==> config.mk <==
export PLATFORM = sky130hd
export DESIGN_NAME = prog_start_if
export DESIGN_NICKNAME = d
export VERILOG_FILES = /design/src/rtl/start_if_pkg.sv /design/src/rtl/contact_if.sv /design/src/rtl/contact_filter.sv /design/src/rtl/prog_start_if.sv /design/src/rtl/select_check.sv
export VERILOG_INCLUDE_DIRS = /design/src /design/src/rtl
export SDC_FILE = /design/constraint.sdc
export NUM_CORES = 1
export LEC_CHECK = 0
export ABC_AREA = 0
export BUFFER_PORTS_ARGS = -buffer_cell sky130_fd_sc_hd__clkbuf_2
export CAP_MARGIN = 20
export CORE_ASPECT_RATIO = 1.25
export CORE_MARGIN = 2
export CORE_UTILIZATION = 35
export DETAILED_ROUTE_END_ITERATION = 7
export SLEW_MARGIN = 30
export SYNTH_ARGS = -nofsm -noshare
export SYNTH_HDL_FRONTEND = slang
export SYNTH_SLANG_ARGS = --single-unit
==> constraint.sdc <==
create_clock -name clk_sys_in -period 2.25 [get_ports clk_sys_in]
set_clock_uncertainty 0.1 [all_clocks]
set_input_delay 0.225 -clock clk_sys_in [delete_from_list [all_inputs] [get_ports clk_sys_in]]
set_output_delay 0.225 -clock clk_sys_in [all_outputs]
set_load 0.005 [all_outputs]
==> src/rtl/start_if_map.svh <==
`ifndef START_IF_MAP_SVH
`define START_IF_MAP_SVH

// ****************************************************************
// clock and timing
// ****************************************************************
`define CLK_HZ         100000000
`define CYC_PER_MS     (`CLK_HZ / 1000)
`define SETTLE_MS      1
`define START_GAP_MS   50
`define OUT_SEQ_MS     100
`define INIT_MS        1000
`define PREP_MAX_MS    5000
`define DEBOUNCE_CYC   4'h8

// ****************************************************************
// contact bit positions inside the filtered bus
// ****************************************************************
`define CB_PREP        0
`define CB_MOTOR       1
`define CB_CAL         2
`define CB_SPEED       3
`define CB_EXT         4
`define CB_RESET       5
`define CB_AUTO        6
`define CB_NUM_LO      7
`define CB_NUM_HI      13
`define CB_PARITY      14
`define CB_START       15
`define CB_COUNT       16
`define PROG_BITS      7

// ****************************************************************
// register offsets, fields and reset values
// ****************************************************************
`define REG_CTRL       4'h0
`define REG_STATUS     4'h4
`define REG_PROG       4'h8
`define CTRL_EN_BIT    0
`define CTRL_CLR_BIT   1
`define CTRL_RST       1'h1

`endif

==> src/rtl/start_if_pkg.sv <==
package start_if_pkg;

  typedef enum logic [2:0] {
    ITEM_MOTOR = 3'h0,
    ITEM_CAL   = 3'h1,
    ITEM_SPEED = 3'h2,
    ITEM_EXT   = 3'h3,
    ITEM_RESET = 3'h4
  } prep_item_type;

  typedef enum logic [1:0] {
    FROM_FIRST = 2'h0,
    FROM_NEXT  = 2'h1,
    FROM_SAME  = 2'h2
  } resume_type;

  typedef enum logic [2:0] {
    ERR_NONE         = 3'h0,
    ERR_WRONG_MODE   = 3'h1,
    ERR_SELECT_TIME  = 3'h2,
    ERR_PARITY       = 3'h3,
    ERR_PREP_TIMEOUT = 3'h4
  } err_type;

  typedef enum logic [2:0] {
    R_IDLE = 3'h0,
    R_ACK  = 3'h1,
    R_END  = 3'h2,
    R_WAIT = 3'h3,
    R_RUN  = 3'h4
  } run_state_type;

  typedef enum logic [1:0] {
    P_IDLE = 2'h0,
    P_PICK = 2'h1,
    P_WAIT = 2'h2,
    P_INIT = 2'h3
  } prep_state_type;

endpackage : start_if_pkg

==> src/rtl/contact_if.sv <==
`timescale 1ns/1ps
`default_nettype none

`include "start_if_map.svh"

interface contact_if;
  logic [`CB_COUNT-1:0]  level;
  logic                  sel_settled;
  logic                  sel_parity_ok;
  logic                  rst_settled;

  modport filt (output level);
  modport chk  (input level, output sel_settled, output sel_parity_ok, output rst_settled);
  modport core (input level, input sel_settled, input sel_parity_ok, input rst_settled);
endinterface : contact_if

`default_nettype wire

==> src/rtl/contact_filter.sv <==
`timescale 1ns/1ps
`default_nettype none

`include "start_if_map.svh"

module contact_filter (
  // clock
  input  wire logic                  clk_sys_in,
  input  wire logic                  sys_rst_in,
  input  wire logic                  ce_in,
  // raw contacts
  input  wire logic [`CB_COUNT-1:0]  raw_in,
  // filtered levels
  contact_if.filt                    cif
);

  // ****************************************************************
  // per contact: two-stage synchroniser, then a stability filter
  // ****************************************************************
  genvar g;
  generate
    for (g = 0; g < `CB_COUNT; g++) begin : g_bit
      logic       meta_r;
      logic       sync_r;
      logic [3:0] cnt_r;
      logic       lvl_r;

      always_ff @(posedge clk_sys_in) begin
        if (sys_rst_in) begin
          meta_r <= 1'h0;
          sync_r <= 1'h0;
        end else if (ce_in) begin
          meta_r <= raw_in[g];
          sync_r <= meta_r;
        end
      end

      // level follows only after it stayed put for the whole window
      always_ff @(posedge clk_sys_in) begin
        if (sys_rst_in) begin
          cnt_r <= 4'h0;
          lvl_r <= 1'h0;
        end else if (ce_in) begin
          if (sync_r == lvl_r) begin
            cnt_r <= 4'h0;
          end else if (cnt_r == `DEBOUNCE_CYC - 4'h1) begin
            cnt_r <= 4'h0;
            lvl_r <= sync_r;
          end else begin
            cnt_r <= cnt_r + 4'h1;
          end
        end
      end

      assign cif.level[g] = lvl_r;
    end
  endgenerate

endmodule : contact_filter

`default_nettype wire

==> src/rtl/prog_start_if.sv <==
// Local design decisions: the placing of the registers and the strobed register port.
`timescale 1ns/1ps
`default_nettype none

`include "start_if_map.svh"

// Notes on behaviour
// - preparation start with program reset item initialises all stored programs.
// - preparation items run one at a time; calibration only runs with motor power on.
// - full preparation takes about 5 s, about 1.3 s without calibration.
// - program number acted on only in external mode; else error and motor off.
// - number bits plus parity; closed contact is one; ones count is odd.
// - selectable programs 0 to 127 on seven weight bits plus parity.
// - number settled 1 ms before start and held until motion; else error.
// - start recognised only on an inactive to active transition.
// - start edge when idle samples number, runs one cycle, then rests.
// - start low at least 50 ms before its rise or no cycle launches.
// - start after step stop resumes at the following step, ends at cycle end.
// - start after instantaneous stop resumes the interrupted step itself.
// - reset with number and start abandons suspension and restarts from step one.
// - start acknowledge rises when the program begins; partner then drops start.
// - in-operation, acknowledge, cycle-end change in that order within 100 ms.
// - initialisation lasts up to one second; inputs ignored meanwhile.
// - with program reset the selected program runs from its first step.
// - calibration item refused while motor power is off.
module prog_start_if
  import start_if_pkg::*;
#(
  parameter int unsigned SETTLE_CYC = `SETTLE_MS * `CYC_PER_MS,
  parameter int unsigned GAP_CYC    = `START_GAP_MS * `CYC_PER_MS,
  parameter int unsigned SEQ_CYC    = `OUT_SEQ_MS * `CYC_PER_MS,
  parameter int unsigned INIT_CYC   = `INIT_MS * `CYC_PER_MS,
  parameter int unsigned PREP_CYC   = `PREP_MAX_MS * `CYC_PER_MS
) (
  // clock and reset
  input  wire logic                   clk_sys_in,
  input  wire logic                   sys_rst_in,
  input  wire logic                   ce_in,
  // contacts from the sequence controller
  input  wire logic                   prep_start_in,
  input  wire logic                   motor_on_item_in,
  input  wire logic                   cal_item_in,
  input  wire logic                   full_speed_item_in,
  input  wire logic                   ext_mode_item_in,
  input  wire logic                   prog_reset_in,
  input  wire logic                   enable_auto_in,
  input  wire logic [`PROG_BITS-1:0]  prog_num_in,
  input  wire logic                   prog_parity_in,
  input  wire logic                   prog_start_in,
  // status to the sequence controller
  output logic                        ext_mode_out,
  output logic                        in_operation_out,
  output logic                        start_ack_out,
  output logic                        cycle_end_out,
  output logic                        motor_power_out,
  output logic                        error_out,
  output err_type                     error_code_out,
  // motion core
  input  wire logic                   power_on_done_in,
  input  wire logic                   item_done_in,
  input  wire logic                   cal_done_in,
  input  wire logic                   motion_started_in,
  input  wire logic                   cycle_done_in,
  input  wire logic                   step_stopped_in,
  input  wire logic                   inst_stopped_in,
  output logic                        item_req_out,
  output prep_item_type               item_sel_out,
  output logic                        init_all_out,
  output logic                        launch_out,
  output logic [`PROG_BITS-1:0]       launch_prog_out,
  output resume_type                  launch_from_out,
  // register port
  input  wire logic [3:0]             reg_addr_in,
  input  wire logic [31:0]            reg_wdata_in,
  input  wire logic                   reg_wr_in,
  input  wire logic                   reg_rd_in,
  output logic [31:0]                 reg_rdata_out
);

  localparam logic [31:0] GAP_LIM  = 32'(GAP_CYC);
  localparam logic [31:0] SEQ_LIM  = 32'(SEQ_CYC);
  localparam logic [31:0] INIT_LIM = 32'(INIT_CYC);
  localparam logic [31:0] PREP_LIM = 32'(PREP_CYC);

  contact_if cif ();

  logic [`CB_COUNT-1:0] raw;
  logic                 start_d_r;
  logic                 prep_d_r;
  logic [31:0]          gap_cnt_r;
  logic [31:0]          seq_cnt_r;
  run_state_type        run_r;
  prep_state_type       prep_r;
  resume_type           susp_r;
  logic [4:0]           pend_r;
  logic [31:0]          prep_cnt_r;
  logic                 init_busy_r;
  logic                 en_r;
  logic                 run_err_r;
  err_type              run_code_r;
  logic                 prep_err_r;
  logic                 clr_req;
  logic                 start_rise;
  logic                 prep_rise;
  logic [`PROG_BITS-1:0] num;

  assign raw = {prog_start_in, prog_parity_in, prog_num_in, enable_auto_in, prog_reset_in,
                ext_mode_item_in, full_speed_item_in, cal_item_in, motor_on_item_in,
                prep_start_in};
  assign num = cif.level[`CB_NUM_HI:`CB_NUM_LO];

  contact_filter u_filter (
    .clk_sys_in (clk_sys_in),
    .sys_rst_in (sys_rst_in),
    .ce_in      (ce_in),
    .raw_in     (raw),
    .cif        (cif.filt)
  );

  select_check #(
    .SETTLE_CYC (SETTLE_CYC)
  ) u_check (
    .clk_sys_in (clk_sys_in),
    .sys_rst_in (sys_rst_in),
    .ce_in      (ce_in),
    .cif        (cif.chk)
  );

  // ****************************************************************
  // edge detection and start low-time measurement
  // ****************************************************************
  assign start_rise = cif.level[`CB_START] & ~start_d_r;
  assign prep_rise  = cif.level[`CB_PREP] & ~prep_d_r;

  always_ff @(posedge clk_sys_in) begin
    if (sys_rst_in) begin
      start_d_r <= 1'h0;
      prep_d_r  <= 1'h0;
      gap_cnt_r <= 32'h0;
    end else if (ce_in) begin
      start_d_r <= cif.level[`CB_START];
      prep_d_r  <= cif.level[`CB_PREP];
      if (cif.level[`CB_START]) begin
        gap_cnt_r <= 32'h0;
      end else if (gap_cnt_r < GAP_LIM) begin
        gap_cnt_r <= gap_cnt_r + 32'h1;
      end
    end
  end

  // ****************************************************************
  // program start sequencing
  // ****************************************************************
  always_ff @(posedge clk_sys_in) begin
    if (sys_rst_in) begin
      run_r            <= R_IDLE;
      susp_r           <= FROM_FIRST;
      in_operation_out <= 1'h0;
      cycle_end_out    <= 1'h0;
      launch_out       <= 1'h0;
      launch_prog_out  <= '0;
      launch_from_out  <= FROM_FIRST;
      run_err_r        <= 1'h0;
      run_code_r       <= ERR_NONE;
      seq_cnt_r        <= 32'h0;
    end else if (ce_in) begin
      launch_out <= 1'h0;
      run_err_r  <= 1'h0;
      if (init_all_out) begin
        susp_r <= FROM_FIRST;
      end
      unique case (run_r)
        R_IDLE: begin
          if (start_rise && en_r && !init_busy_r) begin
            if (!ext_mode_out) begin
              run_err_r  <= 1'h1;
              run_code_r <= ERR_WRONG_MODE;
            end else if (gap_cnt_r < GAP_LIM) begin
              run_r <= R_IDLE;
            end else if (!cif.sel_settled) begin
              run_err_r  <= 1'h1;
              run_code_r <= ERR_SELECT_TIME;
            end else if (!cif.sel_parity_ok) begin
              run_err_r  <= 1'h1;
              run_code_r <= ERR_PARITY;
            end else begin
              launch_prog_out  <= num;
              launch_from_out  <= (cif.level[`CB_RESET] && cif.rst_settled) ?
                                  FROM_FIRST : susp_r;
              in_operation_out <= 1'h1;
              seq_cnt_r        <= 32'h0;
              run_r            <= R_ACK;
            end
          end
        end
        R_ACK: begin
          launch_out <= 1'h1;
          run_r      <= R_END;
        end
        R_END: begin
          cycle_end_out <= 1'h0;
          run_r         <= R_WAIT;
        end
        R_WAIT: begin
          seq_cnt_r <= seq_cnt_r + 32'h1;
          if (num != launch_prog_out || seq_cnt_r >= SEQ_LIM) begin
            run_err_r        <= 1'h1;
            run_code_r       <= ERR_SELECT_TIME;
            in_operation_out <= 1'h0;
            run_r            <= R_IDLE;
          end else if (motion_started_in) begin
            run_r <= R_RUN;
          end
        end
        R_RUN: begin
          if (cycle_done_in) begin
            in_operation_out <= 1'h0;
            cycle_end_out    <= 1'h1;
            susp_r           <= FROM_FIRST;
            run_r            <= R_IDLE;
          end else if (step_stopped_in) begin
            in_operation_out <= 1'h0;
            susp_r           <= FROM_NEXT;
            run_r            <= R_IDLE;
          end else if (inst_stopped_in) begin
            in_operation_out <= 1'h0;
            susp_r           <= FROM_SAME;
            run_r            <= R_IDLE;
          end
        end
        default: begin
          run_r <= R_IDLE;
        end
      endcase
    end
  end

  // acknowledge rises together with the launch pulse, falls when the start contact opens
  always_ff @(posedge clk_sys_in) begin
    if (sys_rst_in) begin
      start_ack_out <= 1'h0;
    end else if (ce_in) begin
      if (run_r == R_ACK) begin
        start_ack_out <= 1'h1;
      end else if (!cif.level[`CB_START]) begin
        start_ack_out <= 1'h0;
      end
    end
  end

  // ****************************************************************
  // preparation start: items one at a time, lowest first
  // ****************************************************************
  always_ff @(posedge clk_sys_in) begin
    if (sys_rst_in) begin
      prep_r          <= P_IDLE;
      pend_r          <= 5'h0;
      prep_cnt_r      <= 32'h0;
      item_req_out    <= 1'h0;
      item_sel_out    <= ITEM_MOTOR;
      init_all_out    <= 1'h0;
      init_busy_r     <= 1'h0;
      motor_power_out <= 1'h0;
      ext_mode_out    <= 1'h0;
      prep_err_r      <= 1'h0;
    end else if (ce_in) begin
      item_req_out <= 1'h0;
      init_all_out <= 1'h0;
      prep_err_r   <= 1'h0;
      if (run_err_r) begin
        motor_power_out <= 1'h0;
        if (run_code_r == ERR_SELECT_TIME) begin
          ext_mode_out <= 1'h0;
        end
      end
      if (!cif.level[`CB_AUTO]) begin
        ext_mode_out <= 1'h0;
      end
      if (prep_r != P_IDLE) begin
        prep_cnt_r <= prep_cnt_r + 32'h1;
      end
      if (prep_r != P_IDLE && prep_r != P_INIT && prep_cnt_r >= PREP_LIM) begin
        prep_err_r <= 1'h1;
        pend_r     <= 5'h0;
        prep_r     <= P_IDLE;
      end else begin
        unique case (prep_r)
          P_IDLE: begin
            prep_cnt_r <= 32'h0;
            if (prep_rise && en_r && power_on_done_in && !init_busy_r) begin
              pend_r <= {cif.level[`CB_RESET] & cif.rst_settled, cif.level[`CB_EXT],
                         cif.level[`CB_SPEED], cif.level[`CB_CAL], cif.level[`CB_MOTOR]};
              prep_r <= P_PICK;
            end
          end
          P_PICK: begin
            if (pend_r[0]) begin
              item_sel_out <= ITEM_MOTOR;
              item_req_out <= 1'h1;
              prep_r       <= P_WAIT;
            end else if (pend_r[1]) begin
              if (motor_power_out) begin
                item_sel_out <= ITEM_CAL;
                item_req_out <= 1'h1;
                prep_r       <= P_WAIT;
              end else begin
                pend_r[1] <= 1'h0;
              end
            end else if (pend_r[2]) begin
              item_sel_out <= ITEM_SPEED;
              item_req_out <= 1'h1;
              prep_r       <= P_WAIT;
            end else if (pend_r[3]) begin
              if (motor_power_out && cal_done_in) begin
                item_sel_out <= ITEM_EXT;
                item_req_out <= 1'h1;
                prep_r       <= P_WAIT;
              end else begin
                pend_r[3] <= 1'h0;
              end
            end else if (pend_r[4]) begin
              pend_r       <= 5'h0;
              item_sel_out <= ITEM_RESET;
              init_all_out <= 1'h1;
              init_busy_r  <= 1'h1;
              prep_cnt_r   <= 32'h0;
              prep_r       <= P_INIT;
            end else begin
              prep_r <= P_IDLE;
            end
          end
          P_WAIT: begin
            if (item_done_in) begin
              pend_r[item_sel_out] <= 1'h0;
              if (item_sel_out == ITEM_MOTOR) begin
                motor_power_out <= 1'h1;
              end
              if (item_sel_out == ITEM_EXT) begin
                ext_mode_out <= 1'h1;
              end
              prep_r <= P_PICK;
            end
          end
          P_INIT: begin
            if (prep_cnt_r >= INIT_LIM - 32'h1) begin
              init_busy_r <= 1'h0;
              prep_r      <= P_IDLE;
            end
          end
          default: begin
            prep_r <= P_IDLE;
          end
        endcase
      end
    end
  end

  // ****************************************************************
  // sticky error, set wins over software clear
  // ****************************************************************
  assign clr_req = reg_wr_in && reg_addr_in == `REG_CTRL && reg_wdata_in[`CTRL_CLR_BIT];

  always_ff @(posedge clk_sys_in) begin
    if (sys_rst_in) begin
      error_out      <= 1'h0;
      error_code_out <= ERR_NONE;
    end else if (ce_in) begin
      if (run_err_r) begin
        error_out      <= 1'h1;
        error_code_out <= run_code_r;
      end else if (prep_err_r) begin
        error_out      <= 1'h1;
        error_code_out <= ERR_PREP_TIMEOUT;
      end else if (clr_req) begin
        error_out      <= 1'h0;
        error_code_out <= ERR_NONE;
      end
    end
  end

  // ****************************************************************
  // register port
  // ****************************************************************
  always_ff @(posedge clk_sys_in) begin
    if (sys_rst_in) begin
      en_r <= `CTRL_RST;
    end else if (ce_in && reg_wr_in && reg_addr_in == `REG_CTRL) begin
      en_r <= reg_wdata_in[`CTRL_EN_BIT];
    end
  end

  always_ff @(posedge clk_sys_in) begin
    if (sys_rst_in) begin
      reg_rdata_out <= 32'h0;
    end else if (ce_in) begin
      reg_rdata_out <= 32'h0;
      if (reg_rd_in) begin
        unique case (reg_addr_in)
          `REG_CTRL:   reg_rdata_out <= {31'h0, en_r};
          `REG_STATUS: reg_rdata_out <= {20'h0, error_code_out, error_out, init_busy_r,
                                         motor_power_out, cycle_end_out, start_ack_out,
                                         in_operation_out, ext_mode_out, susp_r};
          `REG_PROG:   reg_rdata_out <= {25'h0, launch_prog_out};
          default:     reg_rdata_out <= 32'h0;
        endcase
      end
    end
  end

endmodule : prog_start_if

`default_nettype wire

==> src/rtl/select_check.sv <==
`timescale 1ns/1ps
`default_nettype none

`include "start_if_map.svh"

module select_check #(
  parameter int unsigned SETTLE_CYC = `SETTLE_MS * `CYC_PER_MS
) (
  // clock
  input  wire logic clk_sys_in,
  input  wire logic sys_rst_in,
  input  wire logic ce_in,
  // filtered levels in, checks out
  contact_if.chk    cif
);

  localparam logic [31:0] SETTLE_LIM = 32'(SETTLE_CYC);

  logic [`PROG_BITS:0] snap_r;
  logic [31:0]         sel_cnt_r;
  logic [31:0]         rst_cnt_r;
  logic [`PROG_BITS:0] word;

  assign word = {cif.level[`CB_PARITY], cif.level[`CB_NUM_HI:`CB_NUM_LO]};

  // ****************************************************************
  // program number plus parity: age since last change
  // ****************************************************************
  always_ff @(posedge clk_sys_in) begin
    if (sys_rst_in) begin
      snap_r    <= '0;
      sel_cnt_r <= 32'h0;
    end else if (ce_in) begin
      snap_r <= word;
      if (word != snap_r) begin
        sel_cnt_r <= 32'h0;
      end else if (sel_cnt_r < SETTLE_LIM) begin
        sel_cnt_r <= sel_cnt_r + 32'h1;
      end
    end
  end

  // ****************************************************************
  // program reset: time held
  // ****************************************************************
  always_ff @(posedge clk_sys_in) begin
    if (sys_rst_in) begin
      rst_cnt_r <= 32'h0;
    end else if (ce_in) begin
      if (!cif.level[`CB_RESET]) begin
        rst_cnt_r <= 32'h0;
      end else if (rst_cnt_r < SETTLE_LIM) begin
        rst_cnt_r <= rst_cnt_r + 32'h1;
      end
    end
  end

  assign cif.sel_settled   = (sel_cnt_r >= SETTLE_LIM);
  assign cif.sel_parity_ok = ^snap_r;
  assign cif.rst_settled   = (rst_cnt_r >= SETTLE_LIM);

endmodule : select_check

`default_nettype wire

==> results of run 1 <==
[worst min path at each step]
stage | startpoint | to | slack, ps
final | item_done_in | motor_power_out | 110
after CTS | inst_stopped_in | in_operation_out | 60
after detailed placement | u_check.sel_cnt_r[28] | u_check.sel_cnt_r[28] | 350
after global placement | u_check.rst_cnt_r[26] | u_check.rst_cnt_r[26] | 340
after global routing | cycle_done_in | cycle_end_out | 130
after floorplan | reg_wdata_in[0] | en_r | 250
[layer usage]
| layer | part of all wire [%] | GRT usage, % | up-vias |
|---|---|---|---|
| met2 | 49 | 29.94 | 289 |
| met1 | 42 | 20.13 | 6878 |
| li1 | - | - | 7191 |
| met3 | 4.9 | 2.954 | 83 |
| met5 | 0.024 | 0 | - |
| met4 | 3.5 | 7.320 | 2 |
[area by class of cell]
type / count / area [sq um]
well taps: 585 / 732.0
repair buffers: 248 / 1992
flip-flops and latches: 336 / 6744
inverters: 53 / 198.9
multi-input cells: 1425 / 9244
diodes: 3 / 7.507
clock buffers: 45 / 975.9
fillers: 4486 / 25860
clock inverters: 17 / 270.3
[power groups by stage]
stage	Combinational [uW]	Clock, uW	Sequential (uW)
5_1_grt	531	6800	6020
3_3_place_gp	429	0	6150
2_1_floorplan	317	0	6140
3_5_place_dp	437	0	6160
4_1_cts	471	6570	6020
6_report	480	6360	6020
[placed cells by master, fill, tap and decap left out, types with 16 or more instances in the layout]
| cell type | count |
|---|---|
| ha_1 | 30 |
| dfxtp_1 | 324 |
| buf_4 | 132 |
| and3_1 | 40 |
| o2111ai_1 | 18 |
| dlygate4sd3_1 | 25 |
| nand4_1 | 37 |
| xnor2_1 | 20 |
| inv_1 | 51 |
| clkbuf_2 | 67 |
| conb_1 | 20 |
| a22oi_1 | 26 |
| nor2_1 | 248 |
| or4_1 | 19 |
| a21oi_2 | 18 |
| nor3_1 | 27 |
| xor2_1 | 69 |
| o21ai_0 | 57 |
| mux2i_1 | 89 |
| o211ai_1 | 17 |
| a21oi_1 | 116 |
| and2_1 | 40 |
| nand2_1 | 146 |
| and4_1 | 16 |
| nor3b_1 | 18 |
| or3_1 | 26 |
| nand2b_1 | 16 |
| clkbuf_16 | 40 |
| nand3_1 | 95 |
| o31ai_1 | 16 |
[flip-flops by register name, indices dropped and copies added (netlist names), 2 cells and up]
signal / count
u_check.sel_cnt_r: 32
seq_cnt_r: 32
u_filter.g_bit.meta_r: 16
launch_from_out: 2
run_r: 3
reg_rdata_out: 12
pend_r: 5
u_filter.g_bit.sync_r: 16
item_sel_out: 3
launch_prog_out: 7
run_code_r: 2
prep_cnt_r: 32
prep_r: 2
u_check.snap_r: 8
u_check.rst_cnt_r: 32
susp_r: 2
u_filter.g_bit.lvl_r: 16
error_code_out: 3
u_filter.g_bit.cnt_r: 64
gap_cnt_r: 32
[cell usage after synthesis, drive strengths merged (28+ instances only)]
cell type / count / area share (%)
xor2: 71 / 3.8
buf: 47 / 1.7
nand4: 37 / 1.4
mux2i: 89 / 5.5
nand3: 96 / 3.0
dfxtp: 336 / 41
o21ai: 70 / 2.2
and3: 41 / 1.6
and2: 40 / 1.5
inv: 52 / 1.2
nor2: 249 / 5.8
ha: 30 / 2.3
a21oi: 134 / 4.2
or3: 28 / 1.1
nand2: 148 / 3.4
clkbuf: 82 / 1.9
[logic make-up after synthesis]
logic type                 share of synthesized area, %
DFF                                               41.41
adders and majority gates                         2.311
AOI/OAI and AO/OA                                 15.85
other                                           0.02308
and+or+nand+nor                                   24.91
xor gates and xnor gates                          5.014
buffers and inverters                             4.860
muxes                                             5.623
[worst reg2reg max path, delay by kind of cell, from the launching register on]
| kind | cells | cell delay [ps] |
|---|---|---|
| flops | 1 | 330 |
| mux | 1 | 120 |
| buf+inv | 3 | 480 |
| compound gates | 3 | 1010 |
| simple gates | 2 | 190 |
[metrics by stage]
step	total power, uW	setup TNS, ps	setup slack (ps)
after floorplan	6461	0	30.15
after global placement	6583	-786.0	-97.45
after detailed placement	6594	-1575	-124.4
after CTS	13060	-106.5	-23.38
after global routing	13350	-4474	-148.5
final	12860	-393.2	-49.32
[timing repair]
action / CTS / global route
buffers inserted: 4 / 10
pin swaps: 8 / 33
gates resized for setup: 18 / 89
endpoints found under the setup margin: 34 / 127
endpoints found under the hold margin: 35 / 0
cloned: 2 / 4
hold buffers: 25 / 0
==> out/results.tsv, run 1 <==
stage	metric	value	unit
yosys	Synth cell types	79	
die	Initial Utilization	35.30	%
sta	Hold WS	107.2	ps
sta	Max Slew Vio Count	0	
run	max cap viols	0	
global_route	grt total ovfl	0	
die	CORE AREA	46020	sq um
setup_path	kind of critical path	reg2reg	
setup_path	CP arrival	2660	ps
global_route	initial antenna violation count	3	
sta	Peak Freq	434.9	MHz
outcome	failing checks	negative setup slack	
drt	DR vias	14440	
yosys	Avg Synthesized Cell Area	8.443	sq um
setup_path	crit path cell chain	a2111oi_4, nand2_2, a221oi_4, buf_6, buf_4, o41a_1, clkbuf_16, nand2b_1, mux2i_1	
sta	# setup viols final	31	
pwr	Leakage Power	0.008010	uW
setup_path	Worst setup EP type	flop	
global_route	vias in the first global route	13810	
drt	Pre-Repair DR Iteration Count	5	
setup_path	Critical Path Fanout Max	6	
setup_path	Critical Path Start	gap_cnt_r[11]	
yosys	Yosys reg bits	336	
cts	TritonCTS clock tree	done	
placed_design	Inst Count DP	2603	
yosys	cells after synthesis	1924	
sta	Period minus WS final	2299	ps
cts	clock transition at the registers of the reported paths	60	ps
cts	clock tree buffer depth	3	
cts	root buf cell	clkbuf_16	
finish	post-route cell area	20160	sq um
setup_path	reg2reg start	gap_cnt_r[11]	
global_route	first-pass GRT wire length	67790	um
setup_path	Top delay family on crit path	compound AO/OA/AOI/OAI gates	
finish	final cell count without fillers	2712	
setup_path	Crit. path cell count	9	
sta	RSZ-0062 raised after global routing	true	
hold_path	Worst Hold Class	in2reg	
sta	Hold Vio Cnt, Final	0	
hold_path	WHS Path Cells	5	
sta	Rel. slew slack	62.87	%
pwr	Clock Power Share	49.4	%
cts	htree depth	2	
cts	Skew-Pair Late Insertion Delay	540	ps
outcome	run status	finished with violations	
yosys	EDFF count, synth	0	
setup_path	reg2reg setup slack	-50	ps
finish	fin nets	2195	
global_route	GRT Util Overall	16.94	%
placed_design	# port buffers	69	
yosys	Async SR Flop Fraction	0	%
drt	drt drc	0	
cts	# clock sinks	336	
setup_path	CP Buf/Inv Count	3	
finish	fin util	43.81	%
drt	routed vias/inst	5.326	
pwr	peak supply drop	0.0005251	V
drt	post-route ant nets	0	
global_route	largest net degree at the start of global routing	94	
yosys	predominant post-synthesis flop cell	dfxtp_1	
drt	wire length per cell	15.53	um
drt	DRT iter0 DRCs	761	
sta	Worst Max-Slew Pin Slew	557.0	ps
sta	Tcrit/Tclk final	102.2	%
placed_design	Area after DPL	17960	sq um
finish	layout cells sized above 1	17.94	%
yosys	Yosys Warn Count	0	
placed_design	routability congestion estimate	0.8822	
die	Die Span Y	244.9	um
setup_path	CP max stage cell	a221oi_4	
sta	setup ws final	-49.32	ps
pwr	Sw Ratio	21.83	%
yosys	cell area after synthesis	16240	sq um
die	row cnt	88	
setup_path	Worst R2R End	seq_cnt_r[5]	
finish	Area Growth Syn to Fin	24.13	%
pwr	P_int	10050	uW
yosys	Seq/Total Area, Yosys	41.41	%
drt	routed wire length	42110	um
die	Ports	120	
die	Die ar.	48160	sq um
setup_path	Critical Path End	seq_cnt_r[5]	
setup_path	Worst Reg-to-Reg Cells	9	
setup_path	slowest stage delay, CP	370	ps
pwr	pwr/cell area	637.8	nW/um^2
pwr	sequential group share of total power	46.8	%
pwr	Combinational Power Share	3.7	%
setup_path	CP startpoint kind	flop	
die	chip width	196.7	um
placed_design	dpl hpwl	28830	um
setup_path	worst endpoint required time	2610	ps
pwr	Switch Pwr	2808	uW
cts	Inserted Clock Buffers	37	
Power figures use the tool's default switching activity.
==> inputs of run 2 (changes only) <==
PLACE_DENSITY = 0.54   (was not set)
==> out/results.tsv, run 2 (same netlist as run 1, synthesis figures left out) <==
stage	metric	value	unit
outcome	run status	finished with violations	
outcome	failing checks	negative setup slack	
cts	root buf cell	clkbuf_16	
global_route	met2 Usage GRT	29.97	%
setup_path	CP startpoint kind	flop	
placed_design	dpl ws	-98.07	ps
sta	Worst Max-Slew Pin Slew	626.0	ps
global_route	GRT Util Overall	17.05	%
global_route	grt total ovfl	0	
global_route	met1 Track Usage GR	20.92	%
pwr	Clock Power Share	51.0	%
finish	commonest non-fill, non-tap cell in the layout	dfxtp_1	
pwr	Leakage Power	0.008132	uW
placed_design	routability congestion estimate	0.8367	
global_route	met3 Usage GRT	3.201	%
finish	fin util	43.96	%
setup_path	worst endpoint required time	2610	ps
cts	Inserted Clock Buffers	38	
die	Initial Utilization	35.30	%
pwr	P_int	10400	uW
drt	DR vias	14420	
finish	Area Growth Syn to Fin	24.56	%
finish	most frequent cells in the layout	332 x dfxtp_1, 248 x nor2_1, 155 x buf_4	
pwr	pwr/cell area	656.7	nW/um^2
die	chip width	196.7	um
sta	# setup viols final	36	
drt	wire length per cell	15.49	um
cts	Skew-Pair Late Insertion Delay	540	ps
setup_path	kind of critical path	reg2reg	
setup_path	Critical Path Fanout Max	19	
sta	Tcrit/Tclk final	102.9	%
cts	htree depth	2	
setup_path	Worst setup EP type	flop	
sta	RSZ-0062 raised after global routing	true	
sta	Peak Freq	432.1	MHz
global_route	initial antenna violation count	2	
cts	clock tree buffer depth	3	
global_route	largest net degree at the start of global routing	116	
die	Ports	120	
drt	routed vias/inst	5.277	
finish	number of diodes	0	
cts	TritonCTS clock tree	done	
placed_design	dpl hpwl	29080	um
sta	Max Slew Vio Count	0	
run	max cap viols	0	
pwr	peak supply drop	0.0005218	V
die	row cnt	88	
setup_path	CP arrival	2680	ps
placed_design	Inst Count DP	2620	
sta	Period minus WS final	2314	ps
die	Die Span Y	244.9	um
pwr	Sw Ratio	21.75	%
global_route	first-pass GRT wire length	67900	um
finish	max reg flops	64	
global_route	vias in the first global route	13520	
drt	Pre-Repair DR Iteration Count	6	
pwr	Final Total Pwr	13290	uW
finish	layout cells sized above 1	18.30	%
pwr	Switch Pwr	2891	uW
drt	drt drc	0	
sta	Hold Vio Cnt, Final	0	
global_route	GRT busiest layer	met2	
pwr	sequential group share of total power	45.3	%
drt	post-route ant nets	0	
drt	DRT iter0 DRCs	805	
drt	routed wire length	42330	um
sta	Rel. slew slack	58.26	%
placed_design	# port buffers	69	
finish	final cell count without fillers	2732	
pwr	Combinational Power Share	3.6	%
hold_path	Worst Hold Class	in2reg	
finish	fin nets	2214	
die	Die ar.	48160	sq um
cts	clock transition at the registers of the reported paths	60	ps
finish	Largest Register	u_filter.g_bit.cnt_r	
sta	setup ws final	-64.28	ps
cts	# clock sinks	336	
die	CORE AREA	46020	sq um
==> run 2: cell count changes in the layout (fill, tap and decap cells not counted), sizes merged <==
cell         change
dlygate4sd3      -2
clkinv           +1
clkbuf           +3
diode            -3
inv              -1
clkinvlp         +2
buf             +20
==> run 2: final cells by class <==
cell class,count,area (sq um)
Fill cell,4539,25790
Timing Repair Buffer,266,2072
Tap cell,585,732.0
Clock inverter,19,285.3
Sequential cell,336,6731
Multi-Input combinational cell,1425,9124
Inverter,53,198.9
Clock buffer,48,1090
==> run 2: worst max-delay path: stages (launching register included) <==
cell and delay (ps):
dfxtp_2 330, nor4_2 270, o2111a_1 290, a221o_2 240, a41oi_4 150, buf_12 190, or4_1 520, a21oi_2 140
==> run 2: path summary, 6_finish.rpt <==
check / from / endpoint / slack (ps) / depth (start not counted)
setup / recovery: gap_cnt_r[16] / seq_cnt_r[15] / -60 / 7
hold / removal: cycle_done_in / susp_r[1] / 30 / 4
hold reg to reg: gap_cnt_r[30] / gap_cnt_r[30] / 360 / 1
setup reg to reg: gap_cnt_r[16] / seq_cnt_r[15] / -60 / 7
==> run 2: through the flow <==
stage	hold WS, ps	setup TNS (ps)	cell area [sq um]
2_1_floorplan	250.1	0	16320
3_3_place_gp	340.7	-1227	18050
3_5_place_dp	345.1	-1323	18050
4_1_cts	8.927	-178.9	19730
5_1_grt	20.34	-3101	20230
6_report	32.66	-870.9	20230
==> run 2: what timing repair did <==
item / 4_1_cts / 5_1_grt
cloned: 0 / 4
endpoints found under the hold margin: 29 / 0
setup buffers: 3 / 16
setup endpoints to repair: 33 / 115
hold buffers: 23 / 0
pin swaps: 4 / 34
gates resized for setup: 9 / 66
==> run 2: power by group through the flow <==
stage / clock (uW) / combinational, uW / sequential (uW)
after floorplan: 0 / 317 / 6140
after global placement: 0 / 433 / 6160
after detailed placement: 0 / 440 / 6160
after CTS: 6970 / 472 / 6020
after global routing: 7200 / 535 / 6030
final: 6780 / 484 / 6020
==> run 2: per-layer routing <==
metal | vias to the layer above | share of wire, %
li1 | 7228 | -
met1 | 6827 | 44
met2 | 283 | 48
met3 | 74 | 4.5
met4 | 4 | 2.9
met5 | - | 0.050
==> inputs of run 3 (changes only) <==
RECOVER_POWER = 50   (was not set)
==> out/results.tsv, run 3 (same netlist as run 1, synthesis figures left out) <==
stage	metric	value	unit
die	Die ar.	48160	sq um
finish	number of diodes	0	
drt	routed wire length	42290	um
cts	TritonCTS clock tree	done	
finish	fin util	43.79	%
setup_path	Crit. path cell count	7	
setup_path	crit path cell chain	nor4_2, o2111a_1, a221o_2, a41oi_4, buf_12, or4_1, a21oi_2	
finish	commonest non-fill, non-tap cell in the layout	dfxtp_1	
sta	Peak Freq	433.0	MHz
setup_path	Worst Reg-to-Reg Cells	7	
die	CORE AREA	46020	sq um
global_route	initial antenna violation count	2	
placed_design	Area after DPL	18050	sq um
placed_design	routability congestion estimate	0.8367	
finish	Largest Register	u_filter.g_bit.cnt_r	
finish	most frequent cells in the layout	332 x dfxtp_1, 248 x nor2_1, 147 x nand2_1	
setup_path	slowest stage delay, CP	520	ps
sta	Rel. slew slack	35.28	%
sta	Setup TNS Final	-543.5	ps
setup_path	reg2reg setup slack	-60	ps
run	max cap viols	0	
setup_path	CP arrival	2670	ps
cts	# clock sinks	336	
cts	htree depth	2	
global_route	vias in the first global route	13520	
global_route	largest net degree at the start of global routing	116	
hold_path	WHS Path Cells	4	
pwr	peak supply drop	0.0005216	V
setup_path	CP max stage cell	or4_1	
finish	Area Growth Syn to Fin	24.08	%
drt	DR vias	14420	
global_route	first-pass GRT wire length	67900	um
setup_path	Worst setup EP type	flop	
global_route	GRT Util Overall	17.05	%
drt	wire length per cell	15.48	um
sta	Max Slew Vio Count	0	
drt	DRT iter0 DRCs	762	
finish	post-route cell area	20160	sq um
sta	# setup viols final	30	
placed_design	dpl hpwl	29080	um
finish	layout cells sized above 1	16.91	%
setup_path	CP startpoint kind	flop	
pwr	Leakage Power	0.008017	uW
sta	Worst Max-Slew Pin Slew	970.8	ps
placed_design	# port buffers	69	
cts	root buf cell	clkbuf_16	
drt	post-route ant nets	0	
die	row cnt	88	
sta	setup ws final	-59.31	ps
sta	Hold Vio Cnt, Final	0	
finish	max reg flops	64	
pwr	pwr/cell area	658.8	nW/um^2
setup_path	worst endpoint required time	2610	ps
hold_path	Worst Hold Class	in2reg	
hold_path	hold wc startpoint	cycle_done_in	
cts	Skew-Pair Late Insertion Delay	540	ps
die	Die Span Y	244.9	um
die	chip width	196.7	um
setup_path	CP Buf/Inv Count	1	
outcome	run status	finished with violations	
finish	fill cell count	4545	
drt	routed vias/inst	5.279	
sta	RSZ-0062 raised after global routing	true	
cts	Inserted Clock Buffers	38	
setup_path	Top delay family on crit path	compound AO/OA/AOI/OAI gates	
die	Initial Utilization	35.30	%
setup_path	Critical Path Fanout Max	19	
drt	drt drc	0	
drt	Pre-Repair DR Iteration Count	5	
finish	fin nets	2214	
cts	clock transition at the registers of the reported paths	60	ps
setup_path	Critical Path Start	gap_cnt_r[16]	
setup_path	Critical Path End	seq_cnt_r[15]	
cts	clock tree buffer depth	3	
setup_path	kind of critical path	reg2reg	
sta	Tcrit/Tclk final	102.6	%
finish	final cell count without fillers	2732	
die	Ports	120	
placed_design	dpl ws	-98.07	ps
setup_path	Worst R2R End	seq_cnt_r[15]	
placed_design	Inst Count DP	2620	
global_route	grt total ovfl	0	
sta	Period minus WS final	2309	ps
outcome	failing checks	negative setup slack	
setup_path	reg2reg start	gap_cnt_r[16]	
-- run 3: cell types whose count changed in the layout (fill, tap and decap cells not counted), sizes merged --
cell	before	now
clkbuf	118	130
buf	173	161
-- run 3: worst min path at each step --
stage / to / slack, ps
floorplan: en_r / 250
global placement: u_check.rst_cnt_r[16] / 340
detailed placement: u_check.sel_cnt_r[31] / 350
CTS: susp_r[1] / 9
global route: susp_r[1] / 20
finish: susp_r[1] / 30
-- run 3: timing repair --
action | CTS | global route
cloned | 0 | 4
setup endpoints to repair | 33 | 115
setup buffers | 3 | 16
resized for setup | 9 | 66
hold buffers | 23 | 0
pin swaps | 4 | 34
endpoints found under the hold margin | 29 | 0
-- run 3: power breakdown --
part / total, uW / leakage (uW) / internal (uW) / switching, uW
logic: 475 / 0.00463 / 169 / 306
registers: 6020 / 0.00271 / 5990 / 34.0
clock network: 6780 / 0.000675 / 4230 / 2550
-- run 3: metrics by stage --
stage                     total power [uW]  hold slack (ps)
final                                13280            27.83
after global routing                 13750            20.34
after CTS                            13470            8.927
after detailed placement              6597            345.1
after global placement                6589            340.7
after floorplan                       6461            250.1
-- run 3: final cells by class --
type	instances	area, sq um	share of cell area, %
Clock buffer	48	1090	5.407
Clock inverter	19	285.3	1.415
Inverter	53	198.9	0.9870
Multi-Input combinational cell	1425	9120	45.25
Sequential cell	336	6731	33.40
Tap cell	585	732.0	3.632
Timing Repair Buffer	266	1998	9.914
-- run 3: worst register-to-register path: cells and delay by family, from the launching register on --
family                 cells  cell delay (ps)
and+or+nand+nor            2              800
buffers and inverters      1              190
AOI/OAI and AO/OA          4              820
DFF                        1              330
-- run 3: per-layer routing --
layer  track usage [%]  vias to the layer above  part of all wire [%]
met1             20.92                     6801                    43
met2             29.97                      313                    48
met3             3.201                       78                   5.3
met5                 0                        -                 0.050
met4             5.617                        4                   2.9
li1                  -                     7226                     -
